--- config.mk ---
export PLATFORM = sky130hd
export DESIGN_NAME = cpu_register_datapath
export DESIGN_NICKNAME = d
export VERILOG_FILES = /design/src/core/datapath_pkg.sv /design/src/core/cpu_register_datapath.sv
export SDC_FILE = /design/constraint.sdc
export NUM_CORES = 1
export LEC_CHECK = 0
export ABC_CLOCK_PERIOD_IN_PS = 22000
export BUFFER_PORTS_ARGS = -buffer_cell sky130_fd_sc_hd__buf_2
export CAP_MARGIN = 0
export CORE_ASPECT_RATIO = 0.75
export CORE_MARGIN = 1
export CORE_UTILIZATION = 55
export DETAILED_ROUTE_END_ITERATION = 16
export PLACE_DENSITY = 0.75
export RECOVER_POWER = 100
export SETUP_SLACK_MARGIN = 0.5
export SLEW_MARGIN = 20
export SYNTH_ARGS = -nofsm -noshare
export SYNTH_HDL_FRONTEND = slang
export SYNTH_SLANG_ARGS = --single-unit
--- constraint.sdc ---
create_clock -name clk_i -period 22 [get_ports clk_i]
set_input_delay 3.3 -clock clk_i [delete_from_list [all_inputs] [get_ports clk_i]]
set_output_delay 3.3 -clock clk_i [all_outputs]
set_load 0.02 [all_outputs]
--- src/core/datapath_pkg.sv ---
// Purpose: Shared constants and types for the processor register datapath.
// Assumes: One 125 MHz clock, Wishbone register access with 32-bit data.
// Notes:   Register offsets are byte addresses of aligned words.
package datapath_pkg;
   // ----------------------------------------------------------------
   // Register map
   // ----------------------------------------------------------------
   localparam logic [7:0] REG_CMD  = 8'h00;
   localparam logic [7:0] REG_PC   = 8'h04;
   localparam logic [7:0] REG_AC   = 8'h08;
   localparam logic [7:0] REG_STAT = 8'h0C;
   localparam logic [7:0] REG_EXT  = 8'h10;
   localparam logic [7:0] REG_IR   = 8'h14;
   localparam logic [7:0] REG_DIO  = 8'h18;
   localparam logic [7:0] REG_ADDR = 8'h1C;
   localparam logic [7:0] REG_PTR1 = 8'h20;
   localparam logic [7:0] REG_PTR2 = 8'h24;
   localparam logic [7:0] REG_PTR3 = 8'h28;

   // ----------------------------------------------------------------
   // Status layout, reset values and arithmetic constants
   // ----------------------------------------------------------------
   localparam int unsigned ST_CY   = 7;
   localparam int unsigned ST_OV   = 6;
   localparam int unsigned ST_S2   = 5;
   localparam int unsigned ST_S1   = 4;
   localparam int unsigned ST_IE   = 3;
   localparam logic [7:0]  ST_WMSK = 8'hCF;
   localparam logic [7:0]  RST8    = 8'h00;
   localparam logic [15:0] RST16   = 16'h0000;
   localparam logic [7:0]  DISP_EXT = 8'h80;
   localparam logic [4:0]  BCD_LIM = 5'h09;
   localparam logic [4:0]  BCD_ADJ = 5'h06;
   localparam logic [11:0] PC_STEP = 12'h001;

   // ----------------------------------------------------------------
   // Commands, functions and states
   // ----------------------------------------------------------------
   typedef enum logic [3:0] {
      OP_NOP = 4'h0, OP_FETCH = 4'h1, OP_FETCH2 = 4'h2, OP_MEMRD = 4'h3,
      OP_MEMWR = 4'h4, OP_ALU = 4'h5, OP_SHIFT = 4'h6, OP_XPAL = 4'h7,
      OP_XPAH = 4'h8, OP_XPPC = 4'h9, OP_LDE = 4'hA, OP_XAE = 4'hB,
      OP_CSA = 4'hC, OP_CAS = 4'hD, OP_INTCHK = 4'hE
   } op_t;
   typedef enum logic [2:0] {
      F_OR = 3'h0, F_XOR = 3'h1, F_INC = 3'h2, F_DEC = 3'h3,
      F_ADD = 3'h4, F_CAD = 3'h5, F_DAD = 3'h6
   } alu_fn_t;
   typedef enum logic [2:0] {
      SH_SR = 3'h0, SH_SRL = 3'h1, SH_RR = 3'h2, SH_RRL = 3'h3, SH_SIO = 3'h4
   } sh_fn_t;
   typedef enum logic {ST_IDLE = 1'b0, ST_STRB = 1'b1} state_t;
   typedef struct packed {
      logic [2:0] func;
      logic [1:0] psel;
      op_t        op;
   } cmd_t;
   typedef struct packed {
      logic [7:0] res;
      logic       cy;
      logic       ov;
   } alu_res_t;
endpackage : datapath_pkg

--- src/core/cpu_register_datapath.sv ---
// Purpose: Register datapath of an 8-bit processor, stepped by commands.
// Assumes: Inputs synchronous to clk_i; memory answers within one strobe.
// Notes:   Each bus cycle strobes for one clock and samples at its end.
// How it works
// - Opcode byte and optional second byte as immediate data or displacement.
// - Program counter steps by one right before each fetch.
// - The step touches only the low twelve bits, no carry upward.
// - Upper four counter bits start at zero, changed via pointer exchange.
// - Three sixteen-bit pointer registers, loadable, used as pointers or data.
// - Taken interrupt swaps counter with pointer three, preloaded one low.
// - Indexed displacement of minus 128 uses the extension register instead.
// - Each opcode fetch loads the hidden instruction register with the opcode.
// - Hidden data register holds every byte moved while a strobe is low.
// - Hidden address register holds the address of each bus cycle.
// - Unit does OR, XOR, increment, decrement, binary and packed BCD add.
// - Right shifts with, without link or serial input; rotates; exchanges.
// - Low or high pointer byte swaps with the working register.
// - Program counter swaps directly with any pointer register.
// - Extension copies into or swaps with the working register.
// - Status copy to working register leaves status untouched.
// - Working copy to status skips sense bits four and five.
// - Status bits zero to two drive latched user output pins.
// - With interrupts allowed, high first sense input branches to service.
// - Second sense input is status bit five only, never an interrupt.
// - Overflow bit set by binary and complement add, kept by decimal add.
// - Carry bit set from top bit of every add and feeds the next.
// - Carry bit acts as link in link shift and link rotate.
// - Reset zeroes every visible register; first fetch is from 0001.
`timescale 1ns/1ps
`default_nettype none
module cpu_register_datapath (
   input  wire logic        clk_i,          // 125 MHz clock.
   input  wire logic        rst_i,          // Synchronous reset, high.
   input  wire logic        wb_cyc_i,       // Wishbone cycle.
   input  wire logic        wb_stb_i,       // Wishbone strobe.
   input  wire logic        wb_we_i,        // Wishbone write.
   input  wire logic [7:0]  wb_adr_i,       // Byte address.
   input  wire logic [3:0]  wb_sel_i,       // Byte lanes.
   input  wire logic [31:0] wb_dat_i,       // Write data.
   output logic      [31:0] wb_dat_o,       // Read data.
   output logic             wb_ack_o,       // Acknowledge.
   output logic      [15:0] addr_o,         // Bus cycle address.
   input  wire logic [7:0]  db_i,           // Data bus in.
   output logic      [7:0]  db_o,           // Data bus out.
   output logic             db_oe_o,        // Data bus drive enable.
   output logic             read_strobe_n_o,  // Read strobe, low.
   output logic             write_strobe_n_o, // Write strobe, low.
   input  wire logic        sense_one_i,    // First sense input.
   input  wire logic        sense_two_i,    // Second sense input.
   input  wire logic        serial_in_i,    // Serial data in.
   output logic             serial_out_o,   // Serial data out.
   output logic      [2:0]  user_out_o,     // Latched user flags.
   output logic             irq_taken_o     // Interrupt branch pulse.
);
   // ----------------------------------------------------------------
   // State
   // ----------------------------------------------------------------
   logic [15:0]      pc_r, pc_nxt, addr_r, addr_nxt;
   logic [3:1][15:0] ptr_r, ptr_nxt;
   logic [7:0]       ac_r, ac_nxt, ext_r, ext_nxt, ir_r, ir_nxt;
   logic [7:0]       dio_r, dio_nxt, stat_r, stat_nxt;
   datapath_pkg::cmd_t   cmd_r, cmd_nxt;
   datapath_pkg::state_t state_r, state_nxt;
   logic rd_n_r, rd_n_nxt, wr_n_r, wr_n_nxt, oe_r, oe_nxt;
   logic sout_r, sout_nxt, irq_r, irq_nxt, ack_r;
   logic [31:0] rdat_r, rd_mux;
   datapath_pkg::alu_res_t alu;

   // Twelve-bit wrap step; the page bits ride along unchanged.
   function automatic logic [15:0] inc12(input logic [15:0] v);
      inc12 = {v[15:12], v[11:0] + datapath_pkg::PC_STEP};
   endfunction : inc12

   // Byte-lane merge for sixteen-bit registers.
   function automatic logic [15:0] m16(input logic [15:0] o,
                                       input logic [15:0] n,
                                       input logic [1:0]  s);
      m16 = {s[1] ? n[15:8] : o[15:8], s[0] ? n[7:0] : o[7:0]};
   endfunction : m16

   // Arithmetic unit; decimal digits correct by six above nine.
   function automatic datapath_pkg::alu_res_t alu_f(input logic [2:0] fn,
      input logic [7:0] a, input logic [7:0] b, input logic ci);
      logic [8:0] s;
      logic [7:0] bb;
      logic [4:0] lo, hi;
      s = 9'h000;
      lo = 5'h00;
      hi = 5'h00;
      bb = (fn == datapath_pkg::F_CAD) ? ~b : b;
      alu_f = '{res: a, cy: ci, ov: 1'b0};
      case (fn)
         datapath_pkg::F_OR:  alu_f.res = a | b;
         datapath_pkg::F_XOR: alu_f.res = a ^ b;
         datapath_pkg::F_INC: alu_f.res = a + 8'h01;
         datapath_pkg::F_DEC: alu_f.res = a - 8'h01;
         datapath_pkg::F_ADD, datapath_pkg::F_CAD: begin
            s = {1'b0, a} + {1'b0, bb} + {8'h00, ci};
            alu_f.res = s[7:0];
            alu_f.cy = s[8];
            alu_f.ov = (a[7] == bb[7]) && (s[7] != a[7]);
         end
         datapath_pkg::F_DAD: begin
            lo = {1'b0, a[3:0]} + {1'b0, b[3:0]} + {4'h0, ci};
            if (lo > datapath_pkg::BCD_LIM) lo = lo + datapath_pkg::BCD_ADJ;
            hi = {1'b0, a[7:4]} + {1'b0, b[7:4]} + {4'h0, lo[4]};
            if (hi > datapath_pkg::BCD_LIM) hi = hi + datapath_pkg::BCD_ADJ;
            alu_f.res = {hi[3:0], lo[3:0]};
            alu_f.cy = hi[4];
         end
         default: alu_f.res = a;
      endcase
   endfunction : alu_f

   // ----------------------------------------------------------------
   // Decode
   // ----------------------------------------------------------------
   // Commands start only when idle; a command written mid-cycle is dropped.
   wire         wb_req   = wb_cyc_i & wb_stb_i & ~ack_r;
   wire         wr_hit   = wb_req & wb_we_i;
   wire         idle     = (state_r == datapath_pkg::ST_IDLE);
   wire         start    = wr_hit & idle & (wb_adr_i == datapath_pkg::REG_CMD);
   wire datapath_pkg::cmd_t cmd_in = datapath_pkg::cmd_t'(wb_dat_i[8:0]);
   wire [1:0]   psel     = cmd_in.psel;
   wire [15:0]  base     = (psel == 2'b00) ? pc_r : ptr_r[psel];
   wire [7:0]   disp     = ((psel != 2'b00) && (dio_r == datapath_pkg::DISP_EXT))
                           ? ext_r : dio_r;
   wire [15:0]  ea       = base + {{8{disp[7]}}, disp};
   wire [7:0]   stat_view = {stat_r[7:6], sense_two_i, sense_one_i, stat_r[3:0]};
   wire [7:0]   opnd     = psel[0] ? ext_r : dio_r;
   wire         irq_go   = stat_r[datapath_pkg::ST_IE] & sense_one_i;

   assign alu = alu_f(cmd_in.func, ac_r, opnd, stat_r[datapath_pkg::ST_CY]);

   // ----------------------------------------------------------------
   // Next-state logic
   // ----------------------------------------------------------------
   // One command per idle cycle; bus commands hold the strobe one clock.
   always_comb begin
      pc_nxt = pc_r;
      ptr_nxt = ptr_r;
      ac_nxt = ac_r;
      ext_nxt = ext_r;
      ir_nxt = ir_r;
      dio_nxt = dio_r;
      addr_nxt = addr_r;
      stat_nxt = stat_r;
      cmd_nxt = cmd_r;
      state_nxt = state_r;
      rd_n_nxt = 1'b1;
      wr_n_nxt = 1'b1;
      oe_nxt = 1'b0;
      sout_nxt = sout_r;
      irq_nxt = 1'b0;
      case (state_r)
         datapath_pkg::ST_IDLE: begin
            if (start) begin
               cmd_nxt = cmd_in;
               case (cmd_in.op)
                  datapath_pkg::OP_FETCH, datapath_pkg::OP_FETCH2: begin
                     pc_nxt = inc12(pc_r);
                     addr_nxt = inc12(pc_r);
                     rd_n_nxt = 1'b0;
                     state_nxt = datapath_pkg::ST_STRB;
                  end
                  datapath_pkg::OP_MEMRD: begin
                     addr_nxt = ea;
                     rd_n_nxt = 1'b0;
                     state_nxt = datapath_pkg::ST_STRB;
                  end
                  datapath_pkg::OP_MEMWR: begin
                     addr_nxt = ea;
                     dio_nxt = ac_r;
                     wr_n_nxt = 1'b0;
                     oe_nxt = 1'b1;
                     state_nxt = datapath_pkg::ST_STRB;
                  end
                  datapath_pkg::OP_ALU: begin
                     ac_nxt = alu.res;
                     if (cmd_in.func >= datapath_pkg::F_ADD)
                        stat_nxt[datapath_pkg::ST_CY] = alu.cy;
                     if (cmd_in.func == datapath_pkg::F_ADD || cmd_in.func == datapath_pkg::F_CAD)
                        stat_nxt[datapath_pkg::ST_OV] = alu.ov;
                  end
                  datapath_pkg::OP_SHIFT: begin
                     case (cmd_in.func)
                        datapath_pkg::SH_SR:  ac_nxt = {1'b0, ac_r[7:1]};
                        datapath_pkg::SH_SRL: ac_nxt = {stat_r[datapath_pkg::ST_CY], ac_r[7:1]};
                        datapath_pkg::SH_RR:  ac_nxt = {ac_r[0], ac_r[7:1]};
                        datapath_pkg::SH_RRL: begin
                           ac_nxt = {stat_r[datapath_pkg::ST_CY], ac_r[7:1]};
                           stat_nxt[datapath_pkg::ST_CY] = ac_r[0];
                        end
                        datapath_pkg::SH_SIO: begin
                           ext_nxt = {serial_in_i, ext_r[7:1]};
                           sout_nxt = ext_r[0];
                        end
                        default: ac_nxt = ac_r;
                     endcase
                  end
                  datapath_pkg::OP_XPAL, datapath_pkg::OP_XPAH: begin
                     // Pointer zero is the counter itself.
                     ac_nxt = (cmd_in.op == datapath_pkg::OP_XPAL) ? base[7:0] : base[15:8];
                     if (psel == 2'b00)
                        pc_nxt = m16(pc_r, {ac_r, ac_r}, {cmd_in.op == datapath_pkg::OP_XPAH,
                                 cmd_in.op == datapath_pkg::OP_XPAL});
                     else
                        ptr_nxt[psel] = m16(base, {ac_r, ac_r}, {cmd_in.op == datapath_pkg::OP_XPAH,
                                        cmd_in.op == datapath_pkg::OP_XPAL});
                  end
                  datapath_pkg::OP_XPPC: begin
                     if (psel != 2'b00) begin
                        pc_nxt = ptr_r[psel];
                        ptr_nxt[psel] = pc_r;
                     end
                  end
                  datapath_pkg::OP_LDE: ac_nxt = ext_r;
                  datapath_pkg::OP_XAE: begin
                     ac_nxt = ext_r;
                     ext_nxt = ac_r;
                  end
                  datapath_pkg::OP_CSA: ac_nxt = stat_view;
                  datapath_pkg::OP_CAS: stat_nxt = ac_r & datapath_pkg::ST_WMSK;
                  datapath_pkg::OP_INTCHK: begin
                     // Only the first sense input can branch.
                     if (irq_go) begin
                        pc_nxt = ptr_r[3];
                        ptr_nxt[3] = pc_r;
                        stat_nxt[datapath_pkg::ST_IE] = 1'b0;
                        irq_nxt = 1'b1;
                     end
                  end
                  default: cmd_nxt = cmd_in;
               endcase
            end else if (wr_hit) begin
               // Software loads; pointers are plain storage as well.
               if (wb_adr_i == datapath_pkg::REG_PC)
                  pc_nxt = m16(pc_r, wb_dat_i[15:0], wb_sel_i[1:0]);
               else if (wb_adr_i == datapath_pkg::REG_AC && wb_sel_i[0])
                  ac_nxt = wb_dat_i[7:0];
               else if (wb_adr_i == datapath_pkg::REG_STAT && wb_sel_i[0])
                  stat_nxt = wb_dat_i[7:0] & datapath_pkg::ST_WMSK;
               else if (wb_adr_i == datapath_pkg::REG_EXT && wb_sel_i[0])
                  ext_nxt = wb_dat_i[7:0];
               else if (wb_adr_i == datapath_pkg::REG_PTR1)
                  ptr_nxt[1] = m16(ptr_r[1], wb_dat_i[15:0], wb_sel_i[1:0]);
               else if (wb_adr_i == datapath_pkg::REG_PTR2)
                  ptr_nxt[2] = m16(ptr_r[2], wb_dat_i[15:0], wb_sel_i[1:0]);
               else if (wb_adr_i == datapath_pkg::REG_PTR3)
                  ptr_nxt[3] = m16(ptr_r[3], wb_dat_i[15:0], wb_sel_i[1:0]);
            end
         end
         datapath_pkg::ST_STRB: begin
            state_nxt = datapath_pkg::ST_IDLE;
            if (!rd_n_r) begin
               dio_nxt = db_i;
               if (cmd_r.op == datapath_pkg::OP_FETCH)
                  ir_nxt = db_i;
               if (cmd_r.op == datapath_pkg::OP_MEMRD)
                  ac_nxt = db_i;
            end
         end
         default: state_nxt = datapath_pkg::ST_IDLE;
      endcase
   end

   // ----------------------------------------------------------------
   // Read mux
   // ----------------------------------------------------------------
   // Unmapped addresses still acknowledge and read as zero.
   always_comb begin
      rd_mux = 32'h0000_0000;
      if (wb_adr_i == datapath_pkg::REG_CMD)       rd_mux = {31'h0, ~idle};
      else if (wb_adr_i == datapath_pkg::REG_PC)   rd_mux = {16'h0000, pc_r};
      else if (wb_adr_i == datapath_pkg::REG_AC)   rd_mux = {24'h00_0000, ac_r};
      else if (wb_adr_i == datapath_pkg::REG_STAT) rd_mux = {24'h00_0000, stat_view};
      else if (wb_adr_i == datapath_pkg::REG_EXT)  rd_mux = {24'h00_0000, ext_r};
      else if (wb_adr_i == datapath_pkg::REG_IR)   rd_mux = {24'h00_0000, ir_r};
      else if (wb_adr_i == datapath_pkg::REG_DIO)  rd_mux = {24'h00_0000, dio_r};
      else if (wb_adr_i == datapath_pkg::REG_ADDR) rd_mux = {16'h0000, addr_r};
      else if (wb_adr_i == datapath_pkg::REG_PTR1) rd_mux = {16'h0000, ptr_r[1]};
      else if (wb_adr_i == datapath_pkg::REG_PTR2) rd_mux = {16'h0000, ptr_r[2]};
      else if (wb_adr_i == datapath_pkg::REG_PTR3) rd_mux = {16'h0000, ptr_r[3]};
   end

   // ----------------------------------------------------------------
   // Registers
   // ----------------------------------------------------------------
   // Reset clears every visible register, so the first fetch is 0001.
   always_ff @(posedge clk_i) begin
      if (rst_i) begin
         pc_r <= datapath_pkg::RST16;
         ptr_r <= {3{datapath_pkg::RST16}};
         ac_r <= datapath_pkg::RST8;
         ext_r <= datapath_pkg::RST8;
         stat_r <= datapath_pkg::RST8;
      end else begin
         pc_r <= pc_nxt;
         ptr_r <= ptr_nxt;
         ac_r <= ac_nxt;
         ext_r <= ext_nxt;
         stat_r <= stat_nxt;
      end
   end

   // Hidden registers, bus strobes and the slave answer.
   always_ff @(posedge clk_i) begin
      if (rst_i) begin
         ir_r <= datapath_pkg::RST8;
         dio_r <= datapath_pkg::RST8;
         addr_r <= datapath_pkg::RST16;
         cmd_r <= datapath_pkg::cmd_t'(9'h000);
         state_r <= datapath_pkg::ST_IDLE;
         {rd_n_r, wr_n_r, oe_r} <= 3'b110;
         {sout_r, irq_r, ack_r} <= 3'b000;
         rdat_r <= 32'h0000_0000;
      end else begin
         ir_r <= ir_nxt;
         dio_r <= dio_nxt;
         addr_r <= addr_nxt;
         cmd_r <= cmd_nxt;
         state_r <= state_nxt;
         {rd_n_r, wr_n_r, oe_r} <= {rd_n_nxt, wr_n_nxt, oe_nxt};
         {sout_r, irq_r} <= {sout_nxt, irq_nxt};
         ack_r <= wb_req;
         rdat_r <= wb_req ? rd_mux : rdat_r;
      end
   end

   assign wb_dat_o = rdat_r;
   assign wb_ack_o = ack_r;
   assign addr_o = addr_r;
   assign db_o = dio_r;
   assign db_oe_o = oe_r;
   assign read_strobe_n_o = rd_n_r;
   assign write_strobe_n_o = wr_n_r;
   assign serial_out_o = sout_r;
   assign user_out_o = stat_r[2:0];
   assign irq_taken_o = irq_r;

   // ----------------------------------------------------------------
   // Assertions
   // ----------------------------------------------------------------
   wire st_fetch = start & (cmd_in.op == datapath_pkg::OP_FETCH);
   wire st_cas = start & (cmd_in.op == datapath_pkg::OP_CAS);
   wire st_dad = start & (cmd_in.op == datapath_pkg::OP_ALU) & (cmd_in.func == datapath_pkg::F_DAD);
   wire st_int = start & (cmd_in.op == datapath_pkg::OP_INTCHK);
   wire st_bus = start & (cmd_in.op >= datapath_pkg::OP_FETCH) & (cmd_in.op <= datapath_pkg::OP_MEMWR);
   wire wr_stat = wr_hit & idle & (wb_adr_i == datapath_pkg::REG_STAT);
endmodule : cpu_register_datapath
`default_nettype wire

==> metrics.md <==
| Metric | Value |
|---|---|
| Clock period minus worst slack | 9550 ps |
| Setup CP Type | in -> reg |
| Max Cap Violations | 7 |
| Outcome | finished with violations |
| DIE HEIGHT | 134 um |
| Initial core utilization | 0.569 |
| Crit-path max FO | 42 |
| Drt wl/cell | 28.0 um |
| Sink Count | 145 |
| Post-synth ARST share | 0 |
| Multi-input logic area | around 9000 sq um |
| Die ar. | roughly 24,000 sq um |
| RSZ-0062 raised after global routing | no |
| CTS clk-pin slew, worst paths | 60 ps |
| Post-synthesis sequential area ratio | 0.228 |
| Hold Buf Count CTS | 0 |
| Clock network power share | 0.451 |
| Initial antenna violation count | 2 |
| Sequential cell fraction of total power | 0.425 |
| Grt ovf | 0 |
| Post-synth EDFFs | 0 |
| Yosys reg bits | 145 |
| Global-route wire length before repair | 80.6 mm |
| CTS HTree Levels | 4 |
| Skew final | 14.8 ps |
| Worst skew pair latency | 450 ps |
| Cells after synthesis | around 1,700 |
| Hold WS | 456 ps |
| Fin crit share | 0.434 |
| Vias per std cell | 7.23 |
| Count of cell types in the netlist | 90 |
| Postcts setup bufs | 0 |
| Port Buffers | 90 |
| Antenna Violating Nets Remaining | 0 |
| CORE AREA | around 22,000 sq um |
| Kind of end point of the critical path | flip-flop |
| Total detailed-routing wirelength | 54.8 mm |
| Num rows | 47 |
| Area grow syn2layout | 6.62% |
| Share of the synthesized area in the top cell type | 0.228 |
| VDD IR max | 0.0000559 V |
| P per Cell Area | around 46 nW/um^2 |
| Worst Slack Setup Final | 12,450 ps |
| Horiz. Die Dim | 178 um |
| DP Worst Slack | 12,780 ps |
| Leading post-synthesis cells by cell area | dfxtp_1, a21oi_1, mux2i_1 |
| Initial detailed-routing violation count | 3,065 |
| Worst-margin pin slew | 3630 ps |
| Pre-antenna DRT Iters | 9 |
| CTS tree | done |
| Setup crit start kind | input port |
| Hold Violations, Final | 0 |
| Logic pwr share | 0.123 |
| Post_cts resized | 0 |
| Sw frac | 0.301 |
| Post-DP HPWL | 39.0 mm |
| Final setup viols | 0 |
| P_sw | between 0.15 and 0.2 mW |
| Residual DRC | 0 |
| Fill count | 2,114 |
| RD Place Congestion | 1.04 |
| Cell area after synthesis | 12,700 sq um |
| HP Class | reg -> reg |
| Leakage | 5.28 nW |
| Num CTS Buffers | 17 |
| Failing checks | max-capacitance violations, max-slew violations |
| Total GRT Usage | 0.459 |
| Share of cells above drive strength 1 | 0.0968 |
| CP arrival | roughly 9900 ps |
| Clk buf depth | 2 |
| Internal | 0.433 mW |
| Setup_tns | 0 ps |
| I/O pin total | between 100 and 150 |
| Via count | 14,159 |
| CTS root buffer | clkbuf_16 |
| Reg area | ~2900 sq um |
| Final Max Slew Viols | 284 |
| Slew HR | -1.42 |
| Largest net degree at the start of global routing | 72 |
| Synth warnings | 0 |
| Vias in the first global route | approximately 13,000 |
| Ys flop type | dfxtp_1 |
| Most instantiated cells after synthesis | a21oi_1, nor2_1, nand2_1, dfxtp_1, o21ai_0 |
| Critical Path RT | 22,310 ps |
| Fmax | approximately 100 MHz |
| Cell taking the most area after synthesis | dfxtp_1 |
| Final #Nets | around 1,800 |
| Syn_area_per_cell | 7.71 sq um |
[worst max-delay path: stages]
cell and delay [ps]:
buf_2 90, clkbuf_1 630, nor4_1 1640, nand2_2 100, nor2_1 350, clkbuf_1 1700, nand2_1 1210, nor3_1 400
a21oi_1 80, a211oi_1 310
[sequential cells by signal (all words and copies together) (netlist names)]
register,flops
stat_r,6
write_strobe_n_o,1
wb_ack_o,1
ir_r,8
wb_dat_o,16
db_o,8
serial_out_o,1
db_oe_o,1
state_r,1
ac_r,8
cmd_r,4
pc_r,16
ptr_r,48
ext_r,8
irq_taken_o,1
addr_o,16
read_strobe_n_o,1
[power by group through the flow]
| stage | clock network [mW] | logic [mW] | registers [mW] |
|---|---|---|---|
| floorplan | 0 | 0.0494 | 0.270 |
| global placement | 0 | 0.0722 | 0.269 |
| detailed placement | 0 | 0.0725 | 0.269 |
| CTS | 0.278 | 0.0728 | 0.263 |
| global route | 0.289 | 0.0789 | 0.263 |
| finish | 0.280 | 0.0764 | 0.263 |
[cells by family (layout without fill, tap and decap cells)]
logic type,after synthesis,in the layout,synth area share
AO/OA/AOI/OAI,589,589,0.316
XOR/XNOR,45,45,0.0310
adder cells (fa/ha/maj),53,53,0.0569
buffers and inverters,196,194,0.0677
flip-flops,145,145,0.228
multiplexers,114,114,0.108
other,1,17,0.000295
AND/OR/NAND/NOR,507,507,0.192
[final cells by class]
type                       instances  area share
timing repair buffer             116      0.0410
tap                              294      0.0271
inverter                          46      0.0127
multi-input combinational       1324       0.665
antenna                            1    0.000185
clock inverter                    12     0.00618
clock buffer                      20      0.0337
sequential                       145       0.214
[final timing paths]
kind	from	endpoint	slack (ps)	cells past startpoint
hold reg to reg	cmd_r[2]	cmd_r[2]	460	2
setup / recovery	wb_adr_i[3]	ptr_r[20]	12450	10
hold / removal	cmd_r[2]	cmd_r[2]	460	2
setup reg to reg	ext_r[0]	ac_r[6]	15900	20
[placed cells by master (no fill, tap or decap), drive strengths merged, types with 17 or more instances in the layout]
master and instances:
o21ai 89, nor2 180, o211a 20, xnor2 33, nand2 153, a21o 22
ha 45, nor3 23, dfxtp 145, a31oi 21, mux2 25, inv 48
o211ai 33, a221oi 23, a21oi 171, nand3 33, clkbuf 78, nor2b 17
mux2i 73, nand2b 18, buf 58, a211oi 33, o22ai 20, a22oi 36
[per-layer routing]
layer	global-route usage	up-vias	routed length [um]
li1	-	6157	-
met1	0.659	6627	22200
met2	0.587	1191	20600
met3	0.210	182	9980
met4	0.163	2	2020
met5	0	-	13
[metrics by stage]
step | std cells | area, sq um | util | power, mW
finish | 1958 | 13600 | 0.607 | 0.619
global route | 1957 | 13600 | 0.607 | 0.631
CTS | 1957 | 13700 | 0.613 | 0.614
detailed placement | 1925 | 13100 | 0.588 | 0.342
global placement | 1925 | 13100 | 0.588 | 0.341
floorplan | 1665 | 12800 | - | 0.319
(Power assumes the default switching activity.)
